<file path="config.mk">
export PLATFORM = sky130hd
export DESIGN_NAME = sysref_sync_rotation_irq
export DESIGN_NICKNAME = d
export VERILOG_FILES = /design/src/hw/sysref_sync_pkg.sv /design/src/hw/edge_sync.sv /design/src/hw/gain_ramp.sv /design/src/hw/sysref_sync_rotation_irq.sv
export SDC_FILE = /design/constraint.sdc
export NUM_CORES = 1
export LEC_CHECK = 0
export BUFFER_PORTS_ARGS = -buffer_cell sky130_fd_sc_hd__buf_2
export CORE_MARGIN = 2
export CORE_UTILIZATION = 61
export CTS_BUF_LIST = sky130_fd_sc_hd__clkbuf_8
export DETAILED_ROUTE_END_ITERATION = 16
export PLACE_DENSITY = 0.95
export SETUP_SLACK_MARGIN = 0.4
export SYNTH_ARGS = -nofsm -noshare
export SYNTH_HDL_FRONTEND = slang
export SYNTH_SLANG_ARGS = --single-unit
</file>
<file path="constraint.sdc">
create_clock -name ref_clk -period 4.1 [get_ports ref_clk]
set_input_delay 0.205 -clock ref_clk [delete_from_list [all_inputs] [get_ports ref_clk]]
set_output_delay 0.205 -clock ref_clk [all_outputs]
set_load 0.02 [all_outputs]
</file>
<file path="src/hw/sysref_sync_pkg.sv">
package sysref_sync_pkg;

  localparam int CLK_MHZ = 125;

  // register indices; byte address is four times the index
  localparam logic [9:0] IDX_IRQ_ENABLE  = 10'h020;
  localparam logic [9:0] IDX_IRQ_STAT0   = 10'h024;
  localparam logic [9:0] IDX_IRQ_STAT3   = 10'h027;
  localparam logic [9:0] IDX_IRQ_MUX_JIT = 10'h028;
  localparam logic [9:0] IDX_IRQ_MUX_PLL = 10'h02b;
  localparam logic [9:0] IDX_SUMMARY     = 10'h02c;
  localparam logic [9:0] IDX_SKIP_COUNT  = 10'h036;
  localparam logic [9:0] IDX_JIT_WINDOW  = 10'h039;
  localparam logic [9:0] IDX_SYNC_MODE   = 10'h03a;
  localparam logic [9:0] IDX_ROTATION    = 10'h03b;
  localparam logic [9:0] IDX_OSC_SYNC    = 10'h1e7;

  // event bits, shared by enable and status registers
  localparam int EV_PLL_LOCK = 0;
  localparam int EV_PLL_LOST = 1;
  localparam int EV_JITTER   = 2;
  localparam int EV_W        = 3;

  localparam int MUX_LOCK_BIT   = 0;
  localparam int MUX_LOST_BIT   = 1;
  localparam int MUX_JIT_BIT    = 4;
  localparam int SUMMARY_BIT    = 0;
  localparam int MODE_ONE_BIT   = 1;
  localparam int MODE_DONE_BIT  = 4;
  localparam int ROT_SYNC_BIT   = 7;
  localparam int ROT_PERIOD_BIT = 5;
  localparam int ROT_OSC_BIT    = 4;
  localparam int ROT_SOFT_BIT   = 1;
  localparam int ROT_SERDES_BIT = 0;
  localparam int OSC_SYNC_BIT   = 0;

  localparam logic [7:0] ROT_RESET    = 8'hb0;
  localparam logic [7:0] ROT_WMASK    = 8'hf3;
  localparam logic [7:0] SKIP_RESET   = 8'h00;
  localparam logic [6:0] WINDOW_RESET = 7'h00;

  // serdes clock reset pulse width
  localparam int SERDES_RST_NS  = 64;
  localparam int SERDES_RST_CYC = (SERDES_RST_NS * CLK_MHZ + 999) / 1000;

  localparam logic [7:0] GAIN_FULL = 8'hff;
  localparam logic [7:0] GAIN_STEP = 8'h11;

  typedef enum logic [1:0] {
    ROT_IDLE,
    ROT_FADE_OUT,
    ROT_APPLY,
    ROT_FADE_IN
  } rot_state_t;

endpackage

</file>
<file path="src/hw/edge_sync.sv">
module edge_sync
  import sysref_sync_pkg::*;
#(
  parameter int W = 2
)(
  input  wire logic         ref_clk, // clock
  input  wire logic         sys_rst, // async reset
  input  wire logic [W-1:0] async_in, // pins
  output logic      [W-1:0] level, // synchronised level
  output logic      [W-1:0] rise, // rising edge pulse
  output logic      [W-1:0] fall // falling edge pulse
);

  typedef struct packed {
    logic [W-1:0] s1;
    logic [W-1:0] s2;
    logic [W-1:0] s3;
  } sync_state_t;

  sync_state_t st_q;
  sync_state_t st_d;

  always_comb
  begin
    st_d    = st_q;
    st_d.s1 = async_in;
    st_d.s2 = st_q.s1;
    st_d.s3 = st_q.s2;
  end

  always_ff @(posedge ref_clk or posedge sys_rst)
  begin
    if (sys_rst)
      st_q <= '0;
    else
      st_q <= st_d;
  end

  assign level = st_q.s2;
  assign rise  = st_q.s2 & ~st_q.s3;
  assign fall  = ~st_q.s2 & st_q.s3;

endmodule

</file>
<file path="src/hw/gain_ramp.sv">
module gain_ramp
  import sysref_sync_pkg::*;
(
  input  wire logic       ref_clk, // clock
  input  wire logic       sys_rst, // async reset
  input  wire logic       fade_out, // 1 ramps down, 0 ramps up
  output logic      [7:0] gain, // datapath gain
  output logic            at_zero, // gain fully off
  output logic            at_full // gain fully on
);

  typedef struct packed {
    logic [7:0] gain;
  } ramp_state_t;

  ramp_state_t st_q;
  ramp_state_t st_d;

  always_comb
  begin
    st_d = st_q;
    if (fade_out)
      st_d.gain = (st_q.gain > GAIN_STEP) ? st_q.gain - GAIN_STEP : 8'h00;
    else if (st_q.gain < GAIN_FULL - GAIN_STEP)
      st_d.gain = st_q.gain + GAIN_STEP;
    else
      st_d.gain = GAIN_FULL;
  end

  always_ff @(posedge ref_clk or posedge sys_rst)
  begin
    if (sys_rst)
      st_q.gain <= GAIN_FULL;
    else
      st_q <= st_d;
  end

  assign gain    = st_q.gain;
  assign at_zero = (st_q.gain == 8'h00);
  assign at_full = (st_q.gain == GAIN_FULL);

endmodule

</file>
<file path="src/hw/sysref_sync_rotation_irq.sv">
// Operation
// - enabled pll loss event goes to pin a when select is 0, else pin b
// - enabled pll lock event goes to pin a when select is 0, else pin b
// - summary bit is the OR of all interrupt status bits
// - writing one to summary bit clears all latched status bits
// - skip a programmed 8-bit count of sysref rising edges before syncing
// - 7-bit jitter tolerance in clocks; larger edge variation raises interrupt
// - read-only rotation done flag, one after reset
// - one-shot clear means monitor mode, flagging edges outside window
// - one-shot set syncs once on the edge after the skip count, then returns to monitor
// - bit 4 resets oscillators after reset or as rotation enters apply; sync start also
// - rotation mode bit 0 resets and realigns serdes clocks
// - rotation mode bit 1 ramps datapath gain off and on
// - rotation mode zero touches neither serdes clocks nor datapath
// - mode 1 drops links and resets serdes clocks
// - mode 2 switches datapath stream off and on around rotation
// - mode 3 does both serdes reset and datapath soft off/on
module sysref_sync_rotation_irq
  import sysref_sync_pkg::*;
#(
  parameter int PERIOD_W = 16
)(
  input  wire logic        ref_clk, // clock, 125 MHz
  input  wire logic        sys_rst, // async reset, active high
  input  wire logic [11:0] paddr, // apb byte address
  input  wire logic        psel, // apb select
  input  wire logic        penable, // apb enable
  input  wire logic        pwrite, // apb direction
  input  wire logic [31:0] pwdata, // apb write data
  output logic      [31:0] prdata, // apb read data
  output logic             pready, // apb ready
  output logic             pslverr, // apb error, unmapped
  input  wire logic        sysref, // sysref pin
  input  wire logic        pll_locked, // pll lock level
  output logic             interrupt_pin_a, // interrupt pin a
  output logic             interrupt_pin_b, // interrupt pin b
  output logic             serdes_clk_reset, // serdes clocks reset
  output logic      [7:0]  datapath_gain, // datapath gain
  output logic             osc_reset, // oscillator reset pulse
  output logic             rotation_busy // rotation in progress
);

  typedef struct packed {
    logic [EV_W-1:0]     irq_en;
    logic [EV_W-1:0]     stat;
    logic                mux_jit;
    logic [1:0]          mux_pll;
    logic [7:0]          skip_cfg;
    logic [6:0]          window;
    logic                oneshot;
    logic                mode_rsvd;
    logic [7:0]          rot_cfg;
    logic [7:0]          edge_cnt;
    logic [PERIOD_W-1:0] period;
    logic [PERIOD_W-1:0] ref_period;
    logic                edge_seen;
    logic                ref_valid;
    rot_state_t          rot_state;
    logic [7:0]          rot_cnt;
    logic                done;
    logic                serdes_rst;
    logic                osc_rst;
    logic                boot_done;
    logic [31:0]         rdata;
  } main_state_t;

  main_state_t st_q;
  main_state_t st_d;

  logic [1:0]          pin_level;
  logic [1:0]          pin_rise;
  logic [1:0]          pin_fall;
  logic [7:0]          gain;
  logic                gain_zero;
  logic                gain_full;
  logic [9:0]          idx;
  logic                setup;
  logic                wr;
  logic [EV_W-1:0]     ev_set;
  logic [EV_W-1:0]     ev_clr;
  logic [PERIOD_W-1:0] diff;
  logic                sync_on;
  logic                start_rot;
  logic                ramp_down;

  function automatic logic reg_hit(input logic [9:0] i);
    reg_hit = (i == IDX_IRQ_ENABLE) ||
              (i >= IDX_IRQ_STAT0 && i <= IDX_IRQ_MUX_JIT) ||
              (i == IDX_IRQ_MUX_PLL) || (i == IDX_SUMMARY) ||
              (i == IDX_SKIP_COUNT) || (i == IDX_JIT_WINDOW) ||
              (i == IDX_SYNC_MODE) || (i == IDX_ROTATION) ||
              (i == IDX_OSC_SYNC);
  endfunction

  function automatic logic [7:0] reg_read(input logic [9:0] i,
                                          input main_state_t s);
    reg_read = 8'h00;
    unique case (i)
      IDX_IRQ_ENABLE:  reg_read = {5'h00, s.irq_en};
      IDX_IRQ_STAT0:   reg_read = {5'h00, s.stat};
      IDX_IRQ_MUX_JIT: reg_read = {3'h0, s.mux_jit, 4'h0};
      IDX_IRQ_MUX_PLL: reg_read = {6'h00, s.mux_pll};
      IDX_SUMMARY:     reg_read = {7'h00, |s.stat};
      IDX_SKIP_COUNT:  reg_read = s.skip_cfg;
      IDX_JIT_WINDOW:  reg_read = {1'b0, s.window};
      IDX_SYNC_MODE:
        reg_read = {3'h0, s.done, 2'h0, s.oneshot, s.mode_rsvd};
      IDX_ROTATION:    reg_read = s.rot_cfg;
      default:         reg_read = 8'h00;
    endcase
  endfunction

  // sysref and pll lock come from outside this clock
  edge_sync #(
    .W (2)
  ) u_pins (
    .ref_clk  (ref_clk),
    .sys_rst  (sys_rst),
    .async_in ({pll_locked, sysref}),
    .level    (pin_level),
    .rise     (pin_rise),
    .fall     (pin_fall)
  );

  gain_ramp u_ramp (
    .ref_clk  (ref_clk),
    .sys_rst  (sys_rst),
    .fade_out (ramp_down),
    .gain     (gain),
    .at_zero  (gain_zero),
    .at_full  (gain_full)
  );

  assign idx     = paddr[11:2];
  assign setup   = psel & ~penable;
  assign wr      = psel & penable & pwrite & reg_hit(idx);
  assign pready  = psel & penable;
  assign pslverr = psel & penable & ~reg_hit(idx);
  assign sync_on = st_q.rot_cfg[ROT_SYNC_BIT];

  // gain stays off through apply, else samples leak mid-rotation
  assign ramp_down = (st_q.rot_state == ROT_FADE_OUT) |
                     ((st_q.rot_state == ROT_APPLY) &
                      st_q.rot_cfg[ROT_SOFT_BIT]);

  assign diff = (st_q.period >= st_q.ref_period) ?
                st_q.period - st_q.ref_period :
                st_q.ref_period - st_q.period;

  // pulse counting: the first edge beyond the skip count triggers
  assign start_rot = sync_on & st_q.oneshot & pin_rise[0] &
                     (st_q.rot_state == ROT_IDLE) &
                     (st_q.edge_cnt == st_q.skip_cfg);

  always_comb
  begin
    st_d = st_q;
    ev_set = '0;
    ev_clr = '0;
    st_d.osc_rst = 1'b0;

    // events latch only while enabled
    ev_set[EV_PLL_LOCK] = pin_rise[1] & st_q.irq_en[EV_PLL_LOCK];
    ev_set[EV_PLL_LOST] = pin_fall[1] & st_q.irq_en[EV_PLL_LOST];

    // edge spacing monitor
    if (st_q.period != '1)
      st_d.period = st_q.period + 1'b1;
    if (pin_rise[0])
    begin
      st_d.period    = '0;
      st_d.edge_seen = 1'b1;
      if (st_q.edge_seen && !st_q.ref_valid)
      begin
        st_d.ref_period = st_q.period;
        st_d.ref_valid  = 1'b1;
      end
      if (sync_on && !st_q.oneshot && st_q.ref_valid &&
          diff > {{(PERIOD_W-7){1'b0}}, st_q.window})
        ev_set[EV_JITTER] = st_q.irq_en[EV_JITTER];
    end

    if (sync_on && st_q.oneshot && pin_rise[0] &&
        st_q.rot_state == ROT_IDLE && !start_rot)
      st_d.edge_cnt = st_q.edge_cnt + 8'h01;

    // oscillator reset once after reset release
    if (!st_q.boot_done)
    begin
      st_d.boot_done = 1'b1;
      st_d.osc_rst   = st_q.rot_cfg[ROT_OSC_BIT];
    end

    unique case (st_q.rot_state)
      ROT_IDLE:
        if (start_rot)
        begin
          st_d.oneshot   = 1'b0;
          st_d.edge_cnt  = 8'h00;
          st_d.done      = 1'b0;
          st_d.ref_valid = 1'b0;
          st_d.edge_seen = 1'b0;
          st_d.rot_cnt   = 8'(SERDES_RST_CYC - 1);
          if (st_q.rot_cfg[ROT_SOFT_BIT])
            st_d.rot_state = ROT_FADE_OUT;
          else
          begin
            st_d.rot_state = ROT_APPLY;
            st_d.osc_rst   = st_q.rot_cfg[ROT_OSC_BIT];
          end
        end
      ROT_FADE_OUT:
        if (gain_zero)
        begin
          st_d.rot_state = ROT_APPLY;
          st_d.osc_rst   = st_q.rot_cfg[ROT_OSC_BIT];
        end
      ROT_APPLY:
        if (st_q.rot_cnt != 8'h00)
          st_d.rot_cnt = st_q.rot_cnt - 8'h01;
        else if (st_q.rot_cfg[ROT_SOFT_BIT])
          st_d.rot_state = ROT_FADE_IN;
        else
        begin
          st_d.rot_state = ROT_IDLE;
          st_d.done      = 1'b1;
        end
      ROT_FADE_IN:
        if (gain_full)
        begin
          st_d.rot_state = ROT_IDLE;
          st_d.done      = 1'b1;
        end
    endcase

    // serdes reset only in mode bit 0, nothing in mode zero
    st_d.serdes_rst = (st_d.rot_state == ROT_APPLY) &
                      st_q.rot_cfg[ROT_SERDES_BIT];

    // register writes
    if (wr)
    begin
      unique case (idx)
        IDX_IRQ_ENABLE:  st_d.irq_en = pwdata[EV_W-1:0];
        IDX_IRQ_STAT0:   ev_clr = pwdata[EV_W-1:0];
        IDX_IRQ_MUX_JIT: st_d.mux_jit = pwdata[MUX_JIT_BIT];
        IDX_IRQ_MUX_PLL: st_d.mux_pll = pwdata[1:0];
        IDX_SUMMARY:
          if (pwdata[SUMMARY_BIT])
            ev_clr = '1;
        IDX_SKIP_COUNT:
        begin
          st_d.skip_cfg = pwdata[7:0];
          st_d.edge_cnt = 8'h00;
        end
        IDX_JIT_WINDOW:  st_d.window = pwdata[6:0];
        IDX_SYNC_MODE:
        begin
          if (!start_rot)
            st_d.oneshot = pwdata[MODE_ONE_BIT];
          st_d.mode_rsvd = pwdata[0];
          st_d.edge_cnt  = 8'h00;
        end
        IDX_ROTATION:    st_d.rot_cfg = pwdata[7:0] & ROT_WMASK;
        IDX_OSC_SYNC:
          st_d.osc_rst = st_d.osc_rst | pwdata[OSC_SYNC_BIT];
        default:         st_d.rot_cfg = st_q.rot_cfg;
      endcase
    end

    // a new event wins over a clear in the same cycle
    st_d.stat = (st_q.stat & ~ev_clr) | ev_set;

    if (setup)
      st_d.rdata = {24'h000000, reg_read(idx, st_q)};
  end

  always_ff @(posedge ref_clk or posedge sys_rst)
  begin
    if (sys_rst)
    begin
      st_q           <= '0;
      st_q.skip_cfg  <= SKIP_RESET;
      st_q.window    <= WINDOW_RESET;
      st_q.rot_cfg   <= ROT_RESET;
      st_q.rot_state <= ROT_IDLE;
      st_q.done      <= 1'b1;
    end
    else
      st_q <= st_d;
  end

  always_comb
  begin
    interrupt_pin_a = 1'b0;
    interrupt_pin_b = 1'b0;
    if (st_q.stat[EV_PLL_LOST] && st_q.irq_en[EV_PLL_LOST])
    begin
      if (st_q.mux_pll[MUX_LOST_BIT])
        interrupt_pin_b = 1'b1;
      else
        interrupt_pin_a = 1'b1;
    end
    if (st_q.stat[EV_PLL_LOCK] && st_q.irq_en[EV_PLL_LOCK])
    begin
      if (st_q.mux_pll[MUX_LOCK_BIT])
        interrupt_pin_b = 1'b1;
      else
        interrupt_pin_a = 1'b1;
    end
    if (st_q.stat[EV_JITTER] && st_q.irq_en[EV_JITTER])
    begin
      if (st_q.mux_jit)
        interrupt_pin_b = 1'b1;
      else
        interrupt_pin_a = 1'b1;
    end
  end

  assign prdata           = st_q.rdata;
  assign serdes_clk_reset = st_q.serdes_rst;
  assign osc_reset        = st_q.osc_rst;
  assign datapath_gain    = gain;
  assign rotation_busy    = (st_q.rot_state != ROT_IDLE);

endmodule

</file>
==> flow_summary.toml, run 1 <==
[logic_synthesis]
synth_largest_area_cell = "dfrtp_1"
yosys-top-cells-area = "dfrtp_1 32%, ha_1 7.4%, mux2_2 4.9%"
synth-edff-count = 0
muxShareOfSynthArea = 0.0655
syn-cell-area_um2 = 7580
syn_inst = 859
synth_top_area_share = 0.324
seq_area_frac_synth = 0.365
synth_compound_gate_area_share = 0.170
async_flop_share = 1.00
ys_ff_latch = 110
synth_warnings = 0
synthAdderAreaFrac = 0.0796
synth-simple-area-share = 0.184
synth-main-ff-cell = "dfrtp_1"
yosys.cell_types.count = 72
synth_top_family_by_area = "simple AND/OR/NAND/NOR gates"
synthXorXnorAreaFrac = 0.0543
avgSynthCellArea_um2 = 8.82

[cells_and_area]
multi_input_area_um2 = 4350
fillerInstances = 908
final-seq-area_um2 = 2770
finalNetCount = 987
areaGrowthSynthToFinish_pct = 6.88
n_antenna_cell = 0
mostFrequentLayoutCell = "dfrtp_1"
drive_above_1_share = 0.171
layout_common_cells = "97 x dfrtp_1, 81 x nand2_1, 76 x nor2_1"

[die]
core_um2 = 12100
start_util = 0.628
rows = 40
die_y_um = 115
io_pins = 98
die_w_um = 115
die_area_um2 = 13300

[power]
seq_power_share = 0.325
netSwitchingFraction = 0.397
p_leak_nw = 3.59
internal-power_mw = 2.12
power_switching_mw = 1.40
combPwrFrac = 0.489
powerDensity_nw_per_um2 = 434
p_total_mw = 3.52
p_clk_frac = 0.186
peakVddDrop_mv = 0.277

[clocking]
clk_pin_slew_ns = 0.11
cts_buffers = 9
cts.sinks = 110
clock_latency_ns = 0.40
htree_levels = 3
clockBufferDepth = 2
cts_tree = "done"
cts_root_buffer = "clkbuf_8"

[timing]
hold_viol_final = 0
max_freq_mhz = 265
tns_ns = 0
setup_viol_count_final = 0
tightest_slew_ns = 1.06
min_period_ns = 3.77
finalMaxSlewViolations = 0
min_period_over_period = 0.919
worst_slew_margin_rel = 0.286
rsz0062_at_grt = "true"
clock_skew_ns = 0.0174

[outcome]
status = "completed"

[grt]
grt_overflow = 0
grt_pass1_wl_mm = 28.7
grt_pass1_vias = 6081
grt_usage = 0.268
grt_max_degree = 84
antenna_found_initial = 0

[drt]
wl_per_cell_um = 16.5
route.detailed.drc = 0
wl_mm = 17.6
post_drt_via_cell_ratio = 6.03
vias = 6401
drtIter0Drc = 840
dr.pass1.iters = 5
drtAntennaViolNets = 0

[flow_run]
cap_viol_max_count = 0

[placement]
dp_hpwl_mm = 12.7
port_buffers = 47
place_congestion = 0.917

[worst_setup_path]
crit_required_ns = 4.35
critPathMaxFanout = 6
start_kind = "register"
path_class = "register to register"
crit_arrival_ns = 4.02
crit_path_end_kind = "register"

[min_path]
worstHoldPathType = "input pin to asynchronous set/reset pin"
metal layers:
metal,vias to the layer above,global-route usage,part of all wire
li1,3009,-,-
met1,3065,0.351,0.43
met2,266,0.452,0.49
met3,61,0.0356,0.053
met4,0,0.108,0.028
met5,-,0,0
power by group through the flow:
stage                     combinational, mW  clock [mW]  sequential [mW]
final                                  1.72       0.654             1.14
after detailed placement               1.52           0             1.16
after floorplan                        1.25           0             1.15
after global routing                   1.86       0.705             1.15
after CTS                              1.59       0.656             1.14
after global placement                 1.45           0             1.16
worst max-delay path: stages, from the launching register on:
cell and delay (ns):
dfrtp_2 0.43, buf_4 0.13, buf_4 0.14, ha_1 0.34
nand4_1 0.12, nor2_1 0.28, a2111oi_4 0.08, o21bai_1 0.21
buf_4 0.20, buf_2 0.16, mux2_2 0.38, ha_4 0.23
a21oi_2 0.11, nor2_1 0.05, nor4_1 0.29, o21bai_1 0.13
nor4_2 0.17, a41oi_1 0.16
path summary, 6_finish.rpt:
path | start | endpoint | slack, ns | depth (start not counted)
max | st_q[64]$_DFFE_PP0P_ | st_q[118]$_DFF_PP0_ | 0.33 | 17
min | sys_rst | st_q[48]$_DFFE_PP0P_ | 0.04 | 2
max reg2reg | st_q[64]$_DFFE_PP0P_ | st_q[118]$_DFF_PP0_ | 0.33 | 17
min reg2reg | u_pins.st_d[3]$_DFF_PP0_ | u_pins.level[1]$_DFF_PP0_ | 0.36 | 0
max in group asynchronous | sys_rst | st_q[62]$_DFFE_PP0P_ | 3.15 | 3
min in group ref_clk | pwdata[3] | st_q[101]$_DFFE_PP0P_ | 0.06 | 2
Yosys cell counts (3+ instances only):
cell / instances
a211oi_1: 8
a21boi_0: 4
a21o_1: 6
a21oi_1: 40
a221oi_1: 4
a22oi_1: 7
a31oi_1: 5
and2_1: 4
and3_1: 9
and4_1: 6
buf_2: 6
buf_4: 33
clkbuf_1: 25
dfrtp_1: 98
dfstp_2: 12
ha_1: 45
inv_1: 57
mux2_2: 33
mux2i_1: 11
nand2_1: 81
nand2b_1: 9
nand3_1: 29
nand3b_1: 3
nand4_1: 14
nor2_1: 76
nor2b_1: 12
nor3_1: 20
nor4_1: 6
o211ai_1: 7
o21a_1: 14
o21ai_0: 66
o21bai_1: 4
o22ai_1: 4
o31ai_1: 3
or2_2: 3
or3_1: 4
xnor2_1: 21
xor2_1: 26
registers in the layout, summed over array words and instances, names as in the netlist:
register / count
osc_reset: 1
prdata: 8
serdes_clk_reset: 1
st_q: 86
u_pins.level: 2
u_pins.st_d: 2
u_pins.st_q: 2
u_ramp.gain: 8
stage by stage:
step / setup WS [ns] / instances / hold slack, ns / cell area, um2 / utilization
2_1_floorplan: 0.438 / 882 / 0.236 / 7660 / -
5_1_grt: 0.121 / 1062 / 0.0526 / 8100 / 0.672
3_5_place_dp: 0.113 / 1039 / 0.325 / 7780 / 0.645
3_3_place_gp: 0.388 / 1039 / 0.325 / 7780 / 0.645
6_report: 0.333 / 1062 / 0.0388 / 8100 / 0.672
4_1_cts: 0.294 / 1061 / 0.0508 / 8050 / 0.668
cells by family (layout without fill, tap and decap cells):
kind of cell,after synthesis,after routing
multiplexers,45,45
adder cells (fa/ha/maj),47,47
AO/OA/AOI/OAI,196,196
buffers and inverters,124,136
other,2,25
XOR/XNOR,47,47
AND/OR/NAND/NOR,288,288
flip-flops,110,110
what timing repair did:
action                     CTS  global route
pin swaps                   14            12
buffers inserted             4             1
hold buffers                 2             0
hold endpoints to repair     2             0
setup endpoints to repair    1             1
resized for setup           11            11
final cells by class:
cell class                      instances  share of cell area
Tap cell                              168              0.0259
Clock buffer                            9              0.0153
Multi-Input combinational cell        648               0.537
Inverter                               57              0.0267
Timing Repair Buffer                   63              0.0442
Clock inverter                          7             0.00865
Sequential cell                       110               0.342
Power figures use the tool's default switching activity.
==> inputs of run 2 (changes only) <==
--- a/config.mk
+++ b/config.mk
@@ -7,10 +7,11 @@
 export LEC_CHECK = 0
 export BUFFER_PORTS_ARGS = -buffer_cell sky130_fd_sc_hd__buf_2
 export CORE_MARGIN = 2
-export CORE_UTILIZATION = 61
+export CORE_UTILIZATION = 55
 export CTS_BUF_LIST = sky130_fd_sc_hd__clkbuf_8
 export DETAILED_ROUTE_END_ITERATION = 16
-export PLACE_DENSITY = 0.95
+export GPL_TIMING_DRIVEN = 0
+export PLACE_DENSITY = 0.91
 export SETUP_SLACK_MARGIN = 0.4
 export SYNTH_ARGS = -nofsm -noshare
 export SYNTH_HDL_FRONTEND = slang
==> constraint.sdc (replaced) <==
create_clock -name ref_clk -period 3.07 [get_ports ref_clk]
set_input_delay 0.1535 -clock ref_clk [delete_from_list [all_inputs] [get_ports ref_clk]]
set_output_delay 0.1535 -clock ref_clk [all_outputs]
set_load 0.02 [all_outputs]
==> run 2 against run 1 <==
Compared with the run above: the flow now finishes with violations (negative setup slack); worst setup slack lost 0.96 ns; clock power increased by 53%; critical path depth increased by 3; worst hold slack worse by 0.024 ns; non-clock buffer count grew 59; final cell count grew 6.3%; largest power group unchanged.
==> flow_summary.toml, run 2 (same netlist as run 1, synthesis figures left out) <==
[outcome]
status = "finished with violations"
violations = "negative setup slack"

[drt]
wl_mm = 17.8
wl_per_cell_um = 15.7
route.detailed.drc = 0
post_drt_via_cell_ratio = 5.75
drtAntennaViolNets = 0
vias = 6490
dr.pass1.iters = 7
drtIter0Drc = 634

[min_path]
worstHoldPathType = "input pin to register"
hold_depth = 2

[die]
die_w_um = 121
die_y_um = 121
die_area_um2 = 14700
core_um2 = 13300
io_pins = 98
start_util = 0.568
rows = 42

[worst_setup_path]
path_cells = "inv_2 > ha_4 > inv_2 > fa_2 > a21oi_4 > o211ai_4 > a2111oi_4 > o21bai_1 > buf_6 > buf_8 > mux2i_2 > xor2_1 > ha_1 > buf_4 > nand4_1 > nor2_2 > nor4_2 > o21bai_1 > nor4_2 > a41oi_2"
slowest_stage = "dfrtp_2"
startpoint = "st_q[64]$_DFFE_PP0P_"
path_class = "register to register"
r2r-end = "st_q[118]$_DFF_PP0_"
endpoint = "st_q[118]$_DFF_PP0_"
crit_path_end_kind = "register"
critPathMaxFanout = 8
start_kind = "register"
crit_arrival_ns = 3.94
cp_slowest_stage_delay_ns = 0.43
r2r_cells = 20
reg2reg_slack_ns = -0.62
reg2reg_from = "st_q[64]$_DFFE_PP0P_"
crit_required_ns = 3.31

[clocking]
cts_buffers = 9
clk_pin_slew_ns = 0.11
cts.sinks = 110
cts_root_buffer = "clkbuf_8"
clockBufferDepth = 2
cts_tree = "done"
htree_levels = 3
clock_latency_ns = 0.39

[grt]
grt_usage = 0.249
antenna_found_initial = 0
grt_pass1_wl_mm = 29.8
grt_max_degree = 40
grt_overflow = 0
grt_pass1_vias = 6319

[power]
p_total_mw = 4.98
p_leak_nw = 3.83
powerDensity_nw_per_um2 = 582
peakVddDrop_mv = 0.354

[timing]
tns_ns = -0.623
worst_slew_margin_rel = 0.518
clock_skew_ns = 0.0133
max_freq_mhz = 271
hold_viol_final = 0
rsz0062_at_grt = "true"
setup_viol_count_final = 1
finalMaxSlewViolations = 0
min_period_ns = 3.69
min_period_over_period = 1.20
fin_ws_ns = -0.623
tightest_slew_ns = 0.716

[cells_and_area]
instances_no_fill = 1129
layout_common_cells = "95 x dfrtp_1, 81 x nand2_1, 75 x nor2_1"
mostFrequentLayoutCell = "dfrtp_1"
finalNetCount = 1046
top_register = "st_q"
drive_above_1_share = 0.195
areaGrowthSynthToFinish_pct = 12.9
design_area_um2 = 8550
largest_reg_flops = 86
n_antenna_cell = 0

[placement]
place_ws_ns = -0.956
place_area_um2 = 8180
place_congestion = 0.928
dp_hpwl_mm = 13.5
dp_cells = 1105
port_buffers = 44

[flow_run]
cap_viol_max_count = 0
[run 2: changes by cell type in the layout (fill, tap and decap cells not counted), sizes merged]
| cell | previous run | this run |
|---|---|---|
| buf | 61 | 94 |
| clkbuf | 9 | 34 |
| inv | 62 | 59 |
| bufinv | 0 | 2 |
| clkinvlp | 0 | 1 |
| dlygate4sd3 | 2 | 3 |
[run 2: power breakdown]
| part | leakage (nW) | switching (mW) | internal, mW | total (mW) |
|---|---|---|---|---|
| Sequential | 1.41 | 0.0461 | 1.48 | 1.53 |
| Clock | 0.120 | 0.529 | 0.474 | 1.00 |
| Combinational | 2.30 | 1.31 | 1.14 | 2.45 |
| Total | 3.83 | 1.88 | 3.10 | 4.98 |
[run 2: critical path: cells and delay by family, from the launching register on]
kind | cells | cell delay (ns)
AND/OR/NAND/NOR | 4 | 0.51
XOR/XNOR | 1 | 0.16
multiplexers | 1 | 0.15
AO/OA/AOI/OAI | 6 | 1.01
flip-flops | 1 | 0.43
adder cells (fa/ha/maj) | 3 | 0.80
buffers and inverters | 5 | 0.51
[run 2: worst min path at each step]
stage	startpoint	slack, ns	endpoint
2_1_floorplan	sysref	0.18	u_pins.st_d[2]$_DFF_PP0_
3_3_place_gp	sysref	0.26	u_pins.st_d[2]$_DFF_PP0_
3_5_place_dp	sys_rst	0.21	u_pins.st_d[2]$_DFF_PP0_
4_1_cts	pwdata[7]	0.009	st_q[112]$_DFFE_PP0P_
5_1_grt	pwdata[7]	0.005	st_q[112]$_DFFE_PP0P_
6_report	pwdata[7]	0.02	st_q[112]$_DFFE_PP0P_
[run 2: layer usage]
| metal | GRT usage | wire length [um] | part of all wire |
|---|---|---|---|
| met1 | 0.317 | 7590 | 0.43 |
| met2 | 0.422 | 8620 | 0.49 |
| met3 | 0.0451 | 1080 | 0.061 |
| met4 | 0.0934 | 465 | 0.026 |
| met5 | 0 | 0 | 0 |
[run 2: cell type report]
class                           instances  area [um2]
Buffer                                 67         410
Clock buffer                            9         124
Clock inverter                          7         109
Fill cell                            1037        4790
Inverter                               57         218
Multi-Input combinational cell        648        4350
Sequential cell                       110        2770
Tap cell                              176         220
Timing Repair Buffer                   55         355
[run 2: repair_timing]
item,in CTS,in global routing
setup buffers,5,0
endpoints found under the hold margin,14,0
pin swaps,15,9
gates resized for setup,10,15
hold buffers,3,0
endpoints found under the setup margin,1,6
[run 2: per-stage QoR]
stage / hold WS, ns / util
final: 0.0151 / 0.641
after detailed placement: 0.213 / 0.613
after global routing: 0.00453 / 0.641
after global placement: 0.263 / 0.608
after floorplan: 0.185 / -
after CTS: 0.00944 / 0.638
==> inputs of run 3 (changes only) <==
--- a/config.mk
+++ b/config.mk
@@ -5,12 +5,13 @@
 export SDC_FILE = /design/constraint.sdc
 export NUM_CORES = 1
 export LEC_CHECK = 0
+export ABC_AREA = 1
 export BUFFER_PORTS_ARGS = -buffer_cell sky130_fd_sc_hd__buf_2
+export CAP_MARGIN = 5
 export CORE_MARGIN = 2
 export CORE_UTILIZATION = 55
 export CTS_BUF_LIST = sky130_fd_sc_hd__clkbuf_8
 export DETAILED_ROUTE_END_ITERATION = 16
-export GPL_TIMING_DRIVEN = 0
 export PLACE_DENSITY = 0.91
 export SETUP_SLACK_MARGIN = 0.4
 export SYNTH_ARGS = -nofsm -noshare
==> run 3 against run 2 <==
Compared with the run above: the flow still finishes with violations (negative setup slack); die area rose by 7.1%; via count rose by 19%; non-clock buffer count fell by 9; count of clock-buffer cells in the layout did not move; final cell count rose by 28%; utilization fell by 0.26 points; critical path type unchanged.
==> flow_summary.toml, run 3 <==
[clocking]
cts_tree = "done"
clock_latency_ns = 0.39
cts.sinks = 110
cts_buffers = 9
clockBufferDepth = 2
htree_levels = 3
clk_pin_slew_ns = 0.11
cts_root_buffer = "clkbuf_8"

[placement]
place_congestion = 0.929
dp_hpwl_mm = 15.4
port_buffers = 47
place_area_um2 = 8830

[power]
powerDensity_nw_per_um2 = 577
p_leak_nw = 4.93
p_clk_frac = 0.172
power_switching_mw = 2.25
netSwitchingFraction = 0.422
internal-power_mw = 3.08
combPwrFrac = 0.544
peakVddDrop_mv = 0.462
seq_power_share = 0.284

[outcome]
status = "finished with violations"
violations = "negative setup slack"

[drt]
wl_mm = 20.1
wl_per_cell_um = 13.9
post_drt_via_cell_ratio = 5.35
dr.pass1.iters = 6
drtIter0Drc = 663
route.detailed.drc = 0
vias = 7725
drtAntennaViolNets = 0

[logic_synthesis]
avgSynthCellArea_um2 = 7.07
synth_top_area_share = 0.301
yosys-top-cells-area = "dfrtp_1 30%, nand2_1 14%, inv_1 9.1%"
syn-cell-area_um2 = 8140
synth_warnings = 0
seq_area_frac_synth = 0.340
ys_top_cells_by_count = "301 x nand2_1, 198 x inv_1, 98 x dfrtp_1"
ys_ff_latch = 110
synth-main-ff-cell = "dfrtp_1"
synth_largest_area_cell = "dfrtp_1"
yosysMostFrequentCell = "nand2_1"
yosys.cell_types.count = 52
synth-edff-count = 0
async_flop_share = 1.00
syn_inst = 1150

[cells_and_area]
largest_reg_flops = 86
finalNetCount = 1352
fillerInstances = 1223
mostFrequentLayoutCell = "nand2_1"
fin_util = 0.638
design_area_um2 = 9240
n_antenna_cell = 0
layout_common_cells = "299 x nand2_1, 195 x inv_1, 98 x dfrtp_1"
top_register = "st_q"
drive_above_1_share = 0.195
areaGrowthSynthToFinish_pct = 13.6

[worst_setup_path]
reg2reg_from = "st_q[64]$_DFFE_PP0P_"
crit_path_end_kind = "register"
startpoint = "st_q[64]$_DFFE_PP0P_"
crit_required_ns = 3.37
worst-path-stages = 30
critPathMaxFanout = 4
endpoint = "st_q[118]$_DFF_PP0_"
worst_path_most_repeated_cell = "nand2_1"
start_kind = "register"
path_class = "register to register"
slowest_stage = "dfrtp_1"
r2r-end = "st_q[118]$_DFF_PP0_"
cp_num_buf_inv = 4
cp_top_family = "simple AND/OR/NAND/NOR gates"
crit_arrival_ns = 3.60
cp_slowest_stage_delay_ns = 0.40
reg2reg_slack_ns = -0.23
r2r_cells = 30

[timing]
finalMaxSlewViolations = 0
clock_skew_ns = 0.0130
hold_viol_final = 0
rsz0062_at_grt = "true"
min_period_over_period = 1.08
holdWs_ns = 0.0246
min_period_ns = 3.30
worst_slew_margin_rel = 0.335
tightest_slew_ns = 0.996
fin_ws_ns = -0.234
setup_viol_count_final = 1
max_freq_mhz = 303
tns_ns = -0.234

[die]
start_util = 0.562
die_area_um2 = 15800
io_pins = 98
die_w_um = 126
die_y_um = 126
core_um2 = 14500
rows = 44

[grt]
grt_max_degree = 45
grt_pass1_wl_mm = 33.4
grt_overflow = 0
antenna_found_initial = 0
grt_pass1_vias = 7392
grt_usage = 0.256

[min_path]
worstHoldPathType = "input pin to register"

[flow_run]
cap_viol_max_count = 0
## run 3: worst min path at each step
stage,from,end,slack [ns],cells past startpoint
after detailed placement,pll_locked,u_pins.st_d[3]$_DFF_PP0_,0.26,1
final,pwdata[1],st_q[97]$_DFF_PP0_,0.02,3
after global routing,pwdata[7],st_q[95]$_DFFE_PP1P_,0.02,3
after CTS,pwdata[1],st_q[97]$_DFF_PP0_,0.004,3
after floorplan,sysref,u_pins.st_d[2]$_DFF_PP0_,0.18,0
after global placement,pll_locked,u_pins.st_d[3]$_DFF_PP0_,0.26,1
## run 3: power groups by stage
stage          Clock (mW)  Sequential, mW  Combinational [mW]
2_1_floorplan           0            1.54                1.79
3_3_place_gp            0            1.53                2.34
3_5_place_dp            0            1.54                2.39
4_1_cts             0.933            1.51                2.51
5_1_grt              1.00            1.52                3.26
6_report            0.919            1.51                2.90
## run 3: cell families (layout without fill, tap and decap cells)
| logic type | Yosys count | in the layout | share of synthesized area |
|---|---|---|---|
| AO/OA/AOI/OAI | 165 | 165 | 0.124 |
| other | 2 | 25 | 0.000923 |
| AND/OR/NAND/NOR | 544 | 545 | 0.298 |
| adder cells (fa/ha/maj) | 47 | 47 | 0.0741 |
| flip-flops | 110 | 110 | 0.340 |
| XOR/XNOR | 21 | 21 | 0.0226 |
| buffers and inverters | 260 | 345 | 0.139 |
| multiplexers | 1 | 1 | 0.00138 |
## run 3: through the flow
step | worst slack [ns] | instances | power [mW]
after floorplan | -0.0392 | 1173 | 3.33
final | -0.234 | 1443 | 5.33
after global placement | -0.0835 | 1418 | 3.87
after detailed placement | -0.161 | 1418 | 3.93
after global routing | -0.500 | 1443 | 5.78
after CTS | -0.137 | 1440 | 4.95
## run 3: final cells by class
type | count | area (um2) | area share
tap | 184 | 230 | 0.0249
sequential | 110 | 2770 | 0.300
timing repair buffer | 113 | 767 | 0.0830
clock buffer | 9 | 124 | 0.0134
inverter | 216 | 822 | 0.0890
clock inverter | 7 | 82.6 | 0.00894
multi-input combinational | 804 | 4450 | 0.481
## run 3: routing by layer
layer,vias to the layer above,part of all wire,GRT usage
met1,3598,0.42,0.330
met2,274,0.49,0.433
li1,3807,-,-
met3,46,0.062,0.0463
met5,-,0,0
met4,0,0.029,0.0928
## run 3: tightest hold or removal path, delay by kind of cell
| kind | cells | cell delay [ns] |
|---|---|---|
| buffers and inverters | 1 | 0.10 |
| and+or+nand+nor | 2 | 0.13 |
## run 3: what timing repair did
item,in CTS,in global routing
buffers inserted,2,3
setup endpoints to repair,1,1
pin swaps,3,15
hold endpoints to repair,41,0
hold buffers,3,0
cloned,1,0
gates resized for setup,4,19
